File: src/core/vpc_defines.vh
// Purpose: shared constants of the valve position and pulse clean controller
// Assumes: 100 MHz system clock, byte-addressed register bus
// Notes:   timing figures kept in their own units, cycles derived where used
`ifndef VPC_DEFINES_VH
`define VPC_DEFINES_VH

// ----------------------------------------
// clock and timing
// ----------------------------------------
`define VPC_CLK_MHZ        100
`define VPC_TRIG_MIN_MS    500
`define VPC_HOLD_MS        2000
`define VPC_FLASH_MS       250
`define VPC_POS_TIMEOUT_MS 3000
`define VPC_TIMER_W        30

// ----------------------------------------
// register offsets
// ----------------------------------------
`define VPC_REG_CTRL       8'h00
`define VPC_REG_STATUS     8'h04
`define VPC_REG_IRQ_STAT   8'h08
`define VPC_REG_IRQ_MASK   8'h0c

// ----------------------------------------
// control fields
// ----------------------------------------
`define VPC_CTRL_FLEX      0
`define VPC_CTRL_FIELDBUS  1
`define VPC_CTRL_SV_LO     2
`define VPC_CTRL_SV_HI     3
`define VPC_CTRL_FACTORY   4
`define VPC_CTRL_W         5
`define VPC_CTRL_RESET     5'h10

// ----------------------------------------
// interrupt bits
// ----------------------------------------
`define VPC_IRQ_DONE       0
`define VPC_IRQ_FAULT      1
`define VPC_IRQ_REJECT     2
`define VPC_IRQ_W          3
`define VPC_IRQ_MASK_RESET 3'h0

`endif

File: src/core/vpc_ctrl.v
// Purpose: valve position indication, monitoring, valve state and pulse clean
// Assumes: band inputs from the position sensor, Avalon-MM register access
// Notes:   long times are parameters so a simulation can shorten them
//
// What this block does
// - the ring shows green, white, blue or yellow per band, off between, flashing in factory mode, red mixed in on a fault.
// - position feedback is given as de-energised and energised, never as open or closed.
// - rule-based setup enables cleaning and the monitors and uses valve state, retrofit setup disables them and uses status error.
// - valve state stays high in rule-based setup while the device and valve idle with no fault.
// - pulse cleaning is not ready after reset: ctrl must first select the fieldbus variant and one solenoid valve.
// - a clean energises the solenoid until the energised band is seen, then releases it.
// - no new clean request is taken until 2 s after the last one completes.
// - a completed clean gives a 2 s feedback pulse and indicator pulse.
// - cleaning is off on the discrete variant and needs one solenoid valve on fieldbus variants.
// - a missing target, a position not reached or an unexpected movement drives valve state low.
`timescale 1ns/1ps
`default_nettype none
`include "vpc_defines.vh"
module vpc_ctrl #(
  parameter TRIG_CYCLES  = `VPC_TRIG_MIN_MS * 1000 * `VPC_CLK_MHZ,
  parameter HOLD_CYCLES  = `VPC_HOLD_MS * 1000 * `VPC_CLK_MHZ,
  parameter FLASH_CYCLES = `VPC_FLASH_MS * 1000 * `VPC_CLK_MHZ,
  parameter POS_CYCLES   = `VPC_POS_TIMEOUT_MS * 1000 * `VPC_CLK_MHZ
) (
  input  wire        clock,
  input  wire        reset_n,
  input  wire [7:0]  address,
  input  wire        read,
  input  wire        write,
  input  wire [31:0] writedata,
  input  wire [3:0]  byteenable,
  output reg  [31:0] readdata,
  output reg         waitrequest,
  input  wire        clean_trigger,
  input  wire        energise_cmd,
  input  wire        target_present,
  input  wire        band_deenergised,
  input  wire        band_energised,
  input  wire        band_upper_lift,
  input  wire        band_lower_push,
  output reg         solenoid_output,
  output reg         valve_state,
  output reg         status_error,
  output reg         fb_energised,
  output reg         fb_deenergised,
  output reg         clean_done,
  output reg  [4:0]  features_enabled,
  output reg         led_green,
  output reg         led_white,
  output reg         led_blue,
  output reg         led_yellow,
  output reg         led_red,
  output reg         irq
);

  // ----------------------------------------
  // state codes
  // ----------------------------------------
  localparam [1:0] ST_IDLE   = 2'd0;
  localparam [1:0] ST_DRIVE  = 2'd1;
  localparam [1:0] ST_RETURN = 2'd2;
  localparam [1:0] ST_HOLD   = 2'd3;
  localparam TW = `VPC_TIMER_W;
  function [TW-1:0] to_tw;
    input integer n;
    begin
      to_tw = n[TW-1:0];
    end
  endfunction
  // ----------------------------------------
  // pin synchronisers
  // ----------------------------------------
  wire [6:0] pins_sync;
  vpc_sync #(
    .WIDTH (7)
  ) u_sync (
    .clock    (clock),
    .reset_n  (reset_n),
    .async_in ({clean_trigger, energise_cmd, target_present, band_deenergised,
                band_energised, band_upper_lift, band_lower_push}),
    .sync_out (pins_sync)
  );
  wire trig_s    = pins_sync[6];
  wire cmd_s     = pins_sync[5];
  wire present_s = pins_sync[4];
  wire b_de      = pins_sync[3];
  wire b_en      = pins_sync[2];
  wire b_up      = pins_sync[1];
  wire b_lo      = pins_sync[0];

  // ----------------------------------------
  // registers
  // ----------------------------------------
  reg [`VPC_CTRL_W-1:0] ctrl;
  reg [`VPC_IRQ_W-1:0]  irq_stat;
  reg [`VPC_IRQ_W-1:0]  irq_mask;
  wire flex      = ctrl[`VPC_CTRL_FLEX];
  wire fieldbus  = ctrl[`VPC_CTRL_FIELDBUS];
  wire [1:0] svn = ctrl[`VPC_CTRL_SV_HI:`VPC_CTRL_SV_LO];
  wire factory   = ctrl[`VPC_CTRL_FACTORY];
  // retrofit setup turns every monitoring feature off
  wire monitors_on = !flex;
  // discrete variant has no clean, fieldbus needs exactly one valve
  wire clean_ok = monitors_on && fieldbus && (svn == 2'd1);

  // ----------------------------------------
  // position monitor
  // ----------------------------------------
  reg          reached;
  reg          last_sol;
  reg [TW-1:0] pos_timer;
  reg          fault;
  reg          fault_q;
  reg [1:0]    warm;
  // faults wait until the synchronisers hold real pin levels, else reset raises a false fault
  wire         pins_ok = warm[1];
  wire at_target     = solenoid_output ? b_en : b_de;
  wire f_missing     = !present_s;
  wire f_not_reached = !reached && (pos_timer >= to_tw(POS_CYCLES));
  wire f_unexpected  = reached && !at_target && (last_sol == solenoid_output);
  wire next_fault    = pins_ok && monitors_on && (f_missing || f_not_reached || f_unexpected);
  always @(posedge clock) begin
    if (!reset_n) begin
      warm      <= 2'b00;
      reached   <= 1'b0;
      last_sol  <= 1'b0;
      pos_timer <= {TW{1'b0}};
      fault     <= 1'b0;
      fault_q   <= 1'b0;
    end else begin
      if (!pins_ok) begin
        warm <= warm + 2'b01;
      end
      last_sol <= solenoid_output;
      fault    <= next_fault;
      fault_q  <= fault;
      if (last_sol != solenoid_output) begin
        reached   <= 1'b0;
        pos_timer <= {TW{1'b0}};
      end else if (at_target) begin
        reached   <= 1'b1;
        pos_timer <= {TW{1'b0}};
      end else if (!reached && pos_timer < to_tw(POS_CYCLES)) begin
        pos_timer <= pos_timer + 1'b1;
      end
    end
  end

  // ----------------------------------------
  // trigger qualification
  // ----------------------------------------
  reg [TW-1:0] trig_cnt;
  reg          trig_armed;
  wire         trig_long = trig_s && (trig_cnt >= to_tw(TRIG_CYCLES) - 1'b1);
  always @(posedge clock) begin
    if (!reset_n) begin
      trig_cnt <= {TW{1'b0}};
    end else if (!trig_s) begin
      trig_cnt <= {TW{1'b0}};
    end else if (trig_cnt < to_tw(TRIG_CYCLES)) begin
      trig_cnt <= trig_cnt + 1'b1;
    end
  end

  // ----------------------------------------
  // pulse clean sequence
  // ----------------------------------------
  reg [1:0]    state;
  reg [1:0]    next_state;
  reg [TW-1:0] hold_cnt;
  reg          next_sol;
  reg          ev_done;
  reg          ev_reject;
  // a request is only taken while the valve rests de-energised
  wire can_start = clean_ok && !fault && !cmd_s && b_de;
  always @* begin
    next_state = state;
    next_sol   = cmd_s;
    ev_done    = 1'b0;
    ev_reject  = 1'b0;
    case (state)
      ST_IDLE: begin
        if (trig_long && trig_armed) begin
          if (can_start) begin
            next_state = ST_DRIVE;
            next_sol   = 1'b1;
          end else begin
            ev_reject = 1'b1;
          end
        end
      end
      ST_DRIVE: begin
        next_sol = 1'b1;
        if (b_en) begin
          next_state = ST_RETURN;
          next_sol   = 1'b0;
        end else if (fault) begin
          next_state = ST_IDLE;
          next_sol   = 1'b0;
        end
      end
      ST_RETURN: begin
        next_sol = 1'b0;
        if (b_de) begin
          next_state = ST_HOLD;
          ev_done    = 1'b1;
        end else if (fault) begin
          next_state = ST_IDLE;
        end
      end
      ST_HOLD: begin
        if (hold_cnt >= to_tw(HOLD_CYCLES) - 1'b1) begin
          next_state = ST_IDLE;
        end
      end
      default: begin
        next_state = ST_IDLE;
        next_sol   = 1'b0;
      end
    endcase
  end
  always @(posedge clock) begin
    if (!reset_n) begin
      state           <= ST_IDLE;
      hold_cnt        <= {TW{1'b0}};
      solenoid_output <= 1'b0;
      clean_done      <= 1'b0;
      trig_armed      <= 1'b0;
    end else begin
      state           <= next_state;
      solenoid_output <= next_sol;
      if (state == ST_HOLD) begin
        hold_cnt <= hold_cnt + 1'b1;
      end else begin
        hold_cnt <= {TW{1'b0}};
      end
      // feedback pulse spans the whole hold-off
      clean_done <= (next_state == ST_HOLD);
      // one accepted request per trigger assertion
      if (!trig_s) begin
        trig_armed <= 1'b1;
      end else if (state == ST_IDLE && trig_long) begin
        trig_armed <= 1'b0;
      end
    end
  end
  // ----------------------------------------
  // status outputs
  // ----------------------------------------
  always @(posedge clock) begin
    if (!reset_n) begin
      valve_state      <= 1'b0;
      status_error     <= 1'b0;
      fb_energised     <= 1'b0;
      fb_deenergised   <= 1'b0;
      features_enabled <= 5'h00;
    end else begin
      valve_state      <= monitors_on && !next_fault;
      status_error     <= pins_ok && flex && (f_missing || f_not_reached || f_unexpected);
      fb_energised     <= b_en;
      fb_deenergised   <= b_de;
      features_enabled <= {5{monitors_on}};
    end
  end
  // ----------------------------------------
  // ring indicator
  // ----------------------------------------
  reg [TW-1:0] flash_cnt;
  reg          flash;
  reg [3:0]    colour;
  reg [3:0]    next_colour;
  reg          next_red;
  // colour bits: green, white, blue, yellow
  always @* begin
    colour = {b_de, b_en && !b_de, b_up, b_lo};
    next_colour = 4'h0;
    next_red    = 1'b0;
    if (clean_done) begin
      next_colour = 4'h4;
    end else if (fault) begin
      if (colour == 4'h0) begin
        next_red = flash;
      end else begin
        next_colour = flash ? colour : 4'h0;
        next_red    = !flash;
      end
    end else if (factory) begin
      next_colour = flash ? colour : 4'h0;
    end else begin
      next_colour = colour;
    end
  end
  always @(posedge clock) begin
    if (!reset_n) begin
      flash_cnt  <= {TW{1'b0}};
      flash      <= 1'b0;
      led_green  <= 1'b0;
      led_white  <= 1'b0;
      led_blue   <= 1'b0;
      led_yellow <= 1'b0;
      led_red    <= 1'b0;
    end else begin
      if (flash_cnt >= to_tw(FLASH_CYCLES) - 1'b1) begin
        flash_cnt <= {TW{1'b0}};
        flash     <= !flash;
      end else begin
        flash_cnt <= flash_cnt + 1'b1;
      end
      led_green  <= next_colour[3];
      led_white  <= next_colour[2];
      led_blue   <= next_colour[1];
      led_yellow <= next_colour[0];
      led_red    <= next_red;
    end
  end
  // ----------------------------------------
  // register bus slave
  // ----------------------------------------
  // one wait state: answer data is registered, so the bus sees no comb path
  wire req    = (read || write) && waitrequest;
  wire wr_acc = write && !waitrequest;
  wire [`VPC_IRQ_W-1:0] events = {ev_reject, fault && !fault_q, ev_done};
  wire [`VPC_IRQ_W-1:0] w1c = (wr_acc && address == `VPC_REG_IRQ_STAT && byteenable[0]) ?
                              writedata[`VPC_IRQ_W-1:0] : {`VPC_IRQ_W{1'b0}};
  reg [31:0] next_rdata;
  always @* begin
    case (address)
      `VPC_REG_CTRL:     next_rdata = {27'h0, ctrl};
      `VPC_REG_STATUS:   next_rdata = {18'h0, monitors_on, clean_ok, fault, f_unexpected,
                                       f_not_reached, f_missing, state, 2'h0, b_lo, b_up,
                                       b_en, b_de};
      `VPC_REG_IRQ_STAT: next_rdata = {29'h0, irq_stat};
      `VPC_REG_IRQ_MASK: next_rdata = {29'h0, irq_mask};
      default:           next_rdata = 32'h0;
    endcase
  end
  always @(posedge clock) begin
    if (!reset_n) begin
      waitrequest <= 1'b1;
      readdata    <= 32'h0;
      ctrl        <= `VPC_CTRL_RESET;
      irq_stat    <= {`VPC_IRQ_W{1'b0}};
      irq_mask    <= `VPC_IRQ_MASK_RESET;
      irq         <= 1'b0;
    end else begin
      waitrequest <= !req;
      if (req && read) begin
        readdata <= next_rdata;
      end
      if (wr_acc && byteenable[0]) begin
        if (address == `VPC_REG_CTRL) begin
          ctrl <= writedata[`VPC_CTRL_W-1:0];
        end
        if (address == `VPC_REG_IRQ_MASK) begin
          irq_mask <= writedata[`VPC_IRQ_W-1:0];
        end
      end
      // a new event wins over a clear in the same cycle
      irq_stat <= (irq_stat & ~w1c) | events;
      irq      <= |(((irq_stat & ~w1c) | events) & irq_mask);
    end
  end

endmodule
`default_nettype wire

File: src/core/vpc_sync.v
// Purpose: two-stage synchroniser for pin inputs
// Assumes: inputs are asynchronous levels
// Notes:   the first stage feeds the second stage only
`timescale 1ns/1ps
`default_nettype none

module vpc_sync #(
  parameter WIDTH = 1
) (
  input  wire             clock,
  input  wire             reset_n,
  input  wire [WIDTH-1:0] async_in,
  output reg  [WIDTH-1:0] sync_out
);

  reg [WIDTH-1:0] meta;

  always @(posedge clock) begin
    if (!reset_n) begin
      meta     <= {WIDTH{1'b0}};
      sync_out <= {WIDTH{1'b0}};
    end else begin
      meta     <= async_in;
      sync_out <= meta;
    end
  end

endmodule

`default_nettype wire

File: config.mk
export PLATFORM = sky130hd
export DESIGN_NAME = vpc_ctrl
export DESIGN_NICKNAME = d
export VERILOG_FILES = /design/src/core/vpc_ctrl.v /design/src/core/vpc_sync.v
export VERILOG_INCLUDE_DIRS = /design/src /design/src/core
export SDC_FILE = /design/constraint.sdc
export NUM_CORES = 1
export LEC_CHECK = 0
export ABC_AREA = 1
export ABC_CLOCK_PERIOD_IN_PS = 1500
export BUFFER_PORTS_ARGS = -buffer_cell sky130_fd_sc_hd__buf_4
export CORE_AREA = 2 2 195 121
export CTS_BUF_LIST = sky130_fd_sc_hd__clkbuf_4 sky130_fd_sc_hd__clkbuf_8
export DETAILED_ROUTE_END_ITERATION = 8
export DIE_AREA = 0 0 197 123
export HOLD_SLACK_MARGIN = 0.02
export PLACE_DENSITY_LB_ADDON = 0.2
export SLEW_MARGIN = 40
export SYNTH_ARGS = -nofsm -noshare
export SYNTH_HDL_FRONTEND = slang
export SYNTH_HIERARCHICAL = 1
export SYNTH_SLANG_ARGS = --single-unit
File: constraint.sdc
create_clock -name clock -period 1.5 [get_ports clock]
set_input_delay 0.225 -clock clock [delete_from_list [all_inputs] [get_ports clock]]
set_output_delay 0.225 -clock clock [all_outputs]
set_load 0.05 [all_outputs]
==> out/qor.yml, run 1 <==
status: "complete, but fails checks"
violations: "setup timing"
drc_errors: 0
cp.arrival_ps: 2060
initial_utilization_pct: 41.2
syn_to_final_growth_pct: 49.5
tightest_slew_ps: 543
tritoncts: "yes"
ys.flop_type: "dfxtp_1"
path_class: "flip-flop to flip-flop"
synth-edff-count: 0
htree_levels: 4
grt_max_degree: 37
cts_sinks: 182
finalClockSkew_ps: 15.5
grt_pass1_wl_mm: 38.6
cts_made_buffers: 17
hold_path.class: "input port to flip-flop"
fin_nets: 1667
placed_cells: 1806
synth_seq_area_share_pct: 39.3
avgViaCountPerCell: 4.94
die_w_microns: 197
stdcell_count: 1911
rows: 43
met2_length_mm: 11.5
setup_tns_ps: -6070
ys_ff_latch: 182
die-area_sq_um: 24200
maxUsedRoutingLayer: "met4"
relSlewSlack_pct: 63.8
worstPathRequired_ps: 1930
async_reset_ff_share_pct: 0
p_per_area_nw_per_um2: 648
critPathCaptureType: "flip-flop"
grt_pass1_vias: 7900
clk_latency_ps: 480
io_pins: 105
drive_gt1_share_pct: 45.6
met1Wirelength_mm: 13.9
dr.first_iter.drc_count: 635
firstDrtPassIters: 6
cts_buffer_depth: 2
vias: 9439
slew_viol_final: 0
fin_area_sq_um: 13900
hpwl_mm: 17.4
yosys_warnings: 6
fin_crit_sh_pct: 109
core_region_area_sq_um: 22500
wirelength_mm: 27.3
crit_fanout: 5
final_hold_viol_count: 0
synth_cells: 1333
diodes: 0
gr-total-overflow: 0
yosys.cell_types.count: 49
wire_per_inst_microns: 14.3
track_usage_pct: 19.9
gp_congestion: 0.900
fin_ws_ps: -130
clock.fmax_ghz: 0.614
wl_met3_mm: 1.66
final_util_pct: 61.7
setup_violations: 77
rsz0062_at_grt: "true"
max_cap_viol_count: 0
ant_nets: 0
clk_pin_slew_worst_paths_ps: 100
synthesis.area_sq_um: 9280
place_area_sq_um: 11000
fillers: 1902
numPortBuffers: 55
fin_crit_ps: 1630
ir_worst_vdd_mv: 0.574
cp-start-kind: "flip-flop"
leakagePower_nw: 5.89
die_height_microns: 123
synth.avg_cell_area_sq_um: 6.96
antenna_found_initial: 0
cts_root_buffer: "clkbuf_8"
## cell families after synthesis
kind of cell / count (synthesis) / share of synthesized area, %
AOI/OAI and AO/OA: 158 / 8.86
xor gates and xnor gates: 60 / 5.66
adders and majority gates: 5 / 0.674
buffers and inverters: 221 / 11.0
DFF: 182 / 39.3
other: 1 / 0.0404
and+or+nand+nor: 706 / 34.4
## worst paths after layout
kind	start	to	slack [ps]	cells after the start
min reg2reg	u_sync/meta[1]$_SDFF_PN0_	u_sync/sync_out[1]$_SDFF_PN0_	410	2
min	address[2]	readdata[4]$_SDFFE_PN0P_	60	4
max reg2reg	flash_cnt[0]$_SDFF_PP0_	flash_cnt[6]$_SDFF_PP0_	-130	11
max	flash_cnt[0]$_SDFF_PP0_	flash_cnt[6]$_SDFF_PP0_	-130	11
## registers in the layout (all words and copies together) (netlist names), 2 cells and up
name	flops
flash_cnt	30
hold_cnt	30
pos_timer	30
trig_cnt	30
readdata	13
u_sync/meta	7
u_sync/sync_out	7
ctrl	5
irq_mask	3
irq_stat	3
state	2
warm	2
## stage by stage
stage / total power [mW] / worst slack (ps) / hold slack [ps]
2_1_floorplan: 5.45 / -1.26 / 318
3_3_place_gp: 5.57 / -107 / 398
3_5_place_dp: 5.58 / -102 / 402
4_1_cts: 8.89 / -110 / 34.3
5_1_grt: 9.24 / -217 / 51.3
6_report: 8.99 / -130 / 57.4
## routing by layer
metal  vias up  track usage [%]
met5         -                0
met1      4431             31.7
li1       4722                -
met2       262             26.9
met3        24             4.23
met4         0             4.09
## where the power goes
group	internal (mW)	switching (mW)
clock network	1.49	1.88
registers	4.87	0.0390
logic	0.238	0.478
## Yosys cell counts (all sizes together) (3+ instances only)
cell,instances,area [sq um]
nand2,364,1400
dfxtp,182,3640
inv,171,649
nor2,169,739
a21oi,104,532
nand3,69,368
nor3,53,325
o21ai,46,234
xor2,44,385
buf,41,339
nand4,27,184
xnor2,16,140
or2,9,56.3
clkbuf,8,30.0
ha,5,62.6
nor3b,5,53.8
nor4,5,37.5
a31oi,3,18.8
and3,3,18.8
## final cells by class
| class | count | area (sq um) | share of cell area [%] |
|---|---|---|---|
| multi-input cells | 953 | 6170 | 44.5 |
| inverters | 172 | 703 | 5.07 |
| clock inverters | 9 | 93.8 | 0.676 |
| clock buffers | 22 | 290 | 2.09 |
| repair inverters | 5 | 71.3 | 0.514 |
| flip-flops and latches | 182 | 3770 | 27.1 |
| well taps | 292 | 365 | 2.63 |
| repair buffers | 276 | 2410 | 17.4 |
## repair_timing
action	4_1_cts	5_1_grt
resized for setup	102	432
buffers inserted	22	30
hold buffers	12	0
endpoints found under the hold margin	14	0
pin swaps	30	120
gates cloned	1	11
endpoints found under the setup margin	91	109
## worst max-delay path: stages, from the launching register on
cell,delay [ps]
dfxtp_4,380
ha_4,170
nand3_4,70
nor2_4,40
nor2_2,90
o22ai_2,100
nand2_2,120
nand2_4,70
nor2_4,150
clkinv_4,120
clkbuf_16,180
nor2_4,70
## cells in the final DEF (no fill, tap or decap), drive strengths merged
cell / instances
nand2: 364
xnor2: 16
and2: 1
nor3b: 5
bufinv: 1
clkinv: 8
nor4: 5
a31o: 1
o21bai: 1
clkinvlp: 2
dlygate4sd3: 12
inv: 175
ha: 5
o21a: 1
and3: 3
nand4: 27
clkbuf: 28
nor2: 169
o22ai: 1
dfxtp: 182
o21ai: 46
a21oi: 104
buf: 258
nor3: 53
a21boi: 1
a31oi: 3
xor2: 44
nand3: 69
conb: 24
nand3b: 1
or2: 9
(Power assumes the default switching activity.)
==> inputs of run 2 (changes only) <==
--- a/config.mk
+++ b/config.mk
@@ -15,6 +15,7 @@
 export DIE_AREA = 0 0 197 123
 export HOLD_SLACK_MARGIN = 0.02
 export PLACE_DENSITY_LB_ADDON = 0.2
+export SKIP_CTS_REPAIR_TIMING = 1
 export SLEW_MARGIN = 40
 export SYNTH_ARGS = -nofsm -noshare
 export SYNTH_HDL_FRONTEND = slang
==> out/qor.yml, run 2 (synthesis gave the netlist of run 1 again) <==
fin_area_sq_um: 13000  # -6.0%
grt_pass1_wl_mm: 36.9  # -4.5%
crit_top_cell: "nand2_1"
gr-total-overflow: 0  # unchanged
relSlewSlack_pct: 63.7  # about the same
critPathCaptureType: "flip-flop"
drc_errors: 0  # unchanged
final_common_cell: "nand2_1"
cp-startpoint: "pos_timer[16]$_SDFFE_PP0P_"
total_power_mw: 8.91  # -0.84%
cts_buffer_depth: 2  # unchanged
ant_nets: 0  # unchanged
fin_nets: 1635  # -1.9%
met3_usage_pct: 4.26  # +0.027 points
fin_ws_ps: -150  # -19.7 ps
firstDrtPassIters: 5  # -1
gp_congestion: 0.900  # unchanged
crit_slowest_cell: "dfxtp_4"
path_class: "flip-flop to flip-flop"
max_cap_viol_count: 0  # unchanged
hpwl_mm: 17.4  # unchanged
cp.arrival_ps: 2060  # about the same
worstPathRequired_ps: 1910  # -20 ps
rsz0062_at_grt: "true"
grt_max_degree: 37  # unchanged
die_height_microns: 123  # unchanged
clock.fmax_ghz: 0.606  # -1.2%
cts_root_buffer: "clkbuf_8"
wirelength_mm: 25.9  # -5.0%
critical_path.max_stage_delay_ps: 380  # about the same
fin_hold_ws_ps: 23.8  # -33.6 ps
grt_use_met2_pct: 24.5  # -2.5 points
final_util_pct: 58.0  # -3.7 points
fin_crit_sh_pct: 110  # +1.3 points
io_pins: 105  # unchanged
rows: 43  # unchanged
tritoncts: "yes"
numPortBuffers: 55  # unchanged
cts_sinks: 182  # unchanged
avgViaCountPerCell: 4.87  # -1.3%
finalClockSkew_ps: 17.0  # +1.51 ps
diodes: 0  # unchanged
worstPathCellList: "nand3_2 > nand2_1 > nor3_2 > nand2_1 > nand2_2 > nand3_4 > buf_12 > inv_12 > nand2_1 > a21oi_1"
hold_path.class: "input port to flip-flop"
status: "complete, but fails checks"
pre_cts_ws_ps: -102  # unchanged
syn_to_final_growth_pct: 40.6
clk_latency_ps: 480  # about the same
setup_violations: 84  # +9.1%
p_per_area_nw_per_um2: 683  # +5.5%
cts_made_buffers: 17  # unchanged
r2r-start: "pos_timer[16]$_SDFFE_PP0P_"
crit_fanout: 8  # +3
grt_use_met1_pct: 31.0  # -0.72 points
initial_utilization_pct: 41.2  # unchanged
antenna_found_initial: 0  # unchanged
fin_crit_ps: 1650  # +19.7 ps
tightest_slew_ps: 543  # +0.936 ps
die_w_microns: 197  # unchanged
track_usage_pct: 19.0  # -0.92 points
leakagePower_nw: 5.44  # -7.7%
core_region_area_sq_um: 22500  # unchanged
place_area_sq_um: 11000  # unchanged
grt.busiest_layer: "met1"
cp-start-kind: "flip-flop"
grt_pass1_vias: 7580  # -4.1%
ir_worst_vdd_mv: 0.565  # -1.6%
slew_viol_final: 0  # unchanged
htree_levels: 4  # unchanged
dr.first_iter.drc_count: 736  # +16%
die-area_sq_um: 24200  # unchanged
drive_gt1_share_pct: 39.4  # -6.2 points
violations: "setup timing"
vias: 9160  # -3.0%
clk_pin_slew_worst_paths_ps: 100  # about the same
final_hold_viol_count: 0  # unchanged
hp-start: "writedata[0]"
final_cell_mix: "nand2_1, buf_4, inv_1"
wire_per_inst_microns: 13.8  # -3.3%
run 2: path summary, 6_finish.rpt:
path         slack, ps                       endpoint  cells past startpoint
max               -150     pos_timer[10]$_SDFFE_PP0P_                     10
min                 20       irq_mask[0]$_SDFFE_PN0P_                      3
max reg2reg       -150     pos_timer[10]$_SDFFE_PP0P_                     10
min reg2reg        410  u_sync/sync_out[1]$_SDFF_PN0_                      2
run 2: cell type report:
cell class,instances,area [sq um]
Clock buffer,22,290
Multi-Input combinational cell,953,5720
Inverter,172,686
Clock inverter,9,93.8
Tap cell,292,365
Fill cell,2041,9450
Timing Repair Buffer,243,2070
Sequential cell,182,3750
Timing Repair inverter,6,72.6
run 2: metrics by stage:
stage / TNS (ps) / cells
2_1_floorplan: -1.26 / 1356
3_3_place_gp: -2540 / 1806
3_5_place_dp: -3570 / 1806
4_1_cts: -5540 / 1837
5_1_grt: -16090 / 1879
6_report: -8010 / 1879
run 2: worst max-delay path: cells and delay by family, from the launching register on:
kind,cells,cell delay [ps]
compound gates,1,140
buf+inv,2,330
simple gates,7,710
flops,1,380
run 2: metal layers:
layer  routed length, microns  share of wire, %
met5                        0                 0
met4                      176              0.68
met3                     1500               5.8
met2                    10400                40
met1                    13800                53
run 2: power by group:
group          switching, mW  internal, mW  total [mW]  leakage (nW)
sequential            0.0369          4.87        4.91          1.51
clock                   1.85          1.49        3.34         0.193
combinational          0.457         0.210       0.667          3.73
total                   2.34          6.57        8.91          5.44
==> inputs of run 3 (changes only) <==
--- a/config.mk
+++ b/config.mk
@@ -8,13 +8,14 @@
 export LEC_CHECK = 0
 export ABC_AREA = 1
 export ABC_CLOCK_PERIOD_IN_PS = 1500
-export BUFFER_PORTS_ARGS = -buffer_cell sky130_fd_sc_hd__buf_4
 export CORE_AREA = 2 2 195 121
 export CTS_BUF_LIST = sky130_fd_sc_hd__clkbuf_4 sky130_fd_sc_hd__clkbuf_8
 export DETAILED_ROUTE_END_ITERATION = 8
 export DIE_AREA = 0 0 197 123
+export DONT_BUFFER_PORTS = 1
 export HOLD_SLACK_MARGIN = 0.02
 export PLACE_DENSITY_LB_ADDON = 0.2
+export SETUP_SLACK_MARGIN = 0.4
 export SKIP_CTS_REPAIR_TIMING = 1
 export SLEW_MARGIN = 40
 export SYNTH_ARGS = -nofsm -noshare
==> out/qor.yml, run 3 (synthesis gave the netlist of run 1 again) <==
firstDrtPassIters: 5  # unchanged
rows: 43  # unchanged
fin_crit_ps: 1650  # -2.13 ps
hold_path.class: "input port to flip-flop"
die_w_microns: 197  # unchanged
tritoncts: "yes"
p_per_area_nw_per_um2: 637  # -6.9%
setup_tns_ps: -7350  # +655 ps
vias: 9385  # +2.5%
finalClockSkew_ps: 20.3  # +3.28 ps
final_common_cell: "nand2_1"
clk_pin_slew_worst_paths_ps: 110  # about the same
grt_pass1_wl_mm: 38.3  # +3.9%
crit_top_cell: "nand2_2"
die_height_microns: 123  # unchanged
htree_levels: 4  # unchanged
cts_root_buffer: "clkbuf_8"
wirelength_mm: 28.1  # +8.4%
worst-path-buf-inv: 2  # unchanged
track_usage_pct: 19.8  # +0.74 points
total_power_mw: 9.17  # +2.9%
cp.arrival_ps: 2070  # about the same
fin_crit_sh_pct: 110  # -0.14 points
ir_worst_vdd_mv: 0.571  # +1.0%
fillers: 1831  # -10%
cp-start-kind: "flip-flop"
tightest_slew_ps: 615  # +71.6 ps
die-area_sq_um: 24200  # unchanged
worstHoldPathCells: 3  # unchanged
final_util_pct: 64.1  # +6.1 points
diodes: 0  # unchanged
setup_violations: 84  # unchanged
hpwl_mm: 17.5  # +0.43%
path_class: "flip-flop to flip-flop"
critical_path.max_stage_delay_ps: 360  # -20 ps
critPathCaptureType: "flip-flop"
status: "complete, but fails checks"
wire_per_inst_microns: 14.9  # +8.2%
drc_errors: 0  # unchanged
violations: "setup timing"
path_delay_family: "simple AND/OR/NAND/NOR gates"
io_pins: 105  # unchanged
dr.first_iter.drc_count: 554  # -25%
final_cell_mix: "nand2_1, buf_4, inv_1"
relSlewSlack_pct: 58.8  # -4.9 points
reg2reg_depth: 10  # unchanged
core_region_area_sq_um: 22500  # unchanged
fin_nets: 1637  # +0.12%
reg2reg_to: "trig_cnt[24]$_SDFFE_PN0N_"
slew_viol_final: 0  # unchanged
leakagePower_nw: 6.04  # +11%
initial_utilization_pct: 41.2  # unchanged
clock.fmax_ghz: 0.607  # +0.13%
cp-startpoint: "trig_cnt[14]$_SDFFE_PN0N_"
cts_made_buffers: 17  # unchanged
cts_buffer_depth: 2  # unchanged
drive_gt1_share_pct: 50.9  # +12 points
antenna_found_initial: 0  # unchanged
numPortBuffers: 0  # -100%
avgViaCountPerCell: 4.99  # +2.3%
crit_fanout: 8  # unchanged
max_cap_viol_count: 0  # unchanged
gp_congestion: 0.907  # +0.74%
hp-start: "write"
rrSetupSlack_ps: -150  # about the same
rsz0062_at_grt: "true"
final_hold_viol_count: 0  # unchanged
clk_latency_ps: 500  # +20 ps
r2r-start: "trig_cnt[14]$_SDFFE_PN0N_"
min_to: "waitrequest$_SDFF_PN1_"
crit_slowest_cell: "dfxtp_2"
worstPathRequired_ps: 1920  # about the same
cts_sinks: 182  # unchanged
grt_max_degree: 39  # +5.4%
syn_to_final_growth_pct: 55.3
gr-total-overflow: 0  # unchanged
worstPathCellList: "nand2_2 > nor3_2 > nand2_2 > nor2_4 > nand2_4 > buf_12 > nand2_8 > buf_12 > nand2_2 > a21oi_2"
fin_ws_ps: -147  # +2.13 ps
ant_nets: 0  # unchanged
grt_pass1_vias: 7792  # +2.8%
==> run 3: cell count changes in the layout (fill, tap and decap cells not counted), moves of 20 or more <==
| cell | delta |
|---|---|
| dfxtp_4 | +35 |
| inv_1 | -20 |
| dfxtp_1 | -46 |
| nand2_1 | -53 |
| buf_4 | -44 |
| a21oi_2 | +24 |
| nand2_2 | +22 |
| nor2_4 | +29 |
| nand2_4 | +29 |
| a21oi_1 | -23 |
==> run 3: final cells by class <==
type                            count  area [sq um]  share of cell area, %
Tap cell                          292           365                   2.54
Multi-Input combinational cell    954          6580                   45.7
Inverter                          172           708                   4.92
Sequential cell                   182          3900                   27.1
Timing Repair Buffer              244          2340                   16.2
Timing Repair inverter              6          92.6                  0.643
Clock inverter                     13           161                   1.12
Clock buffer                       19           262                   1.82
==> run 3: power by group <==
group / internal, mW / total [mW] / switching [mW]
Combinational: 0.226 / 0.703 / 0.477
Sequential: 4.82 / 4.89 / 0.0696
Clock: 1.49 / 3.58 / 2.09
==> run 3: metrics by stage <==
step                      setup slack (ps)  instances  hold slack, ps  cell area (sq um)
after global routing                  -260       1882            30.5              14400
after CTS                             -153       1794            -236              11500
after floorplan                       57.7       1356             318               9840
final                                 -147       1882            20.0              14400
after detailed placement              -108       1762             301              11100
after global placement               -99.8       1762             301              11100
==> run 3: worst max-delay path by stage <==
stage	slack [ps]	endpoint	depth (start not counted)
final	-150	trig_cnt[24]$_SDFFE_PN0N_	10
after global routing	-260	flash_cnt[23]$_SDFF_PP0_	9
after CTS	-150	pos_timer[7]$_SDFFE_PP0P_	9
after detailed placement	-110	flash_cnt[2]$_SDFF_PP0_	11
after global placement	-100	trig_cnt[19]$_SDFFE_PN0N_	9
after floorplan	60	flash_cnt[12]$_SDFF_PP0_	11
==> run 3: worst reg2reg max path, cell delays in order (launching register included) <==
cell and delay (ps):
dfxtp_2 360, nand2_2 80, nor3_2 180, nand2_2 110, nor2_4 170, nand2_4 100
buf_12 140, nand2_8 100, buf_12 160, nand2_2 60, a21oi_2 110
==> run 3: routing by layer <==
layer  track usage, %  vias up  wire length [microns]
met2             26.8      233                  12500
met3             3.52       33                   1320
li1                 -     4677                      -
met5                0        -                      0
met1             31.1     4442                  13900
met4             5.78        0                    348
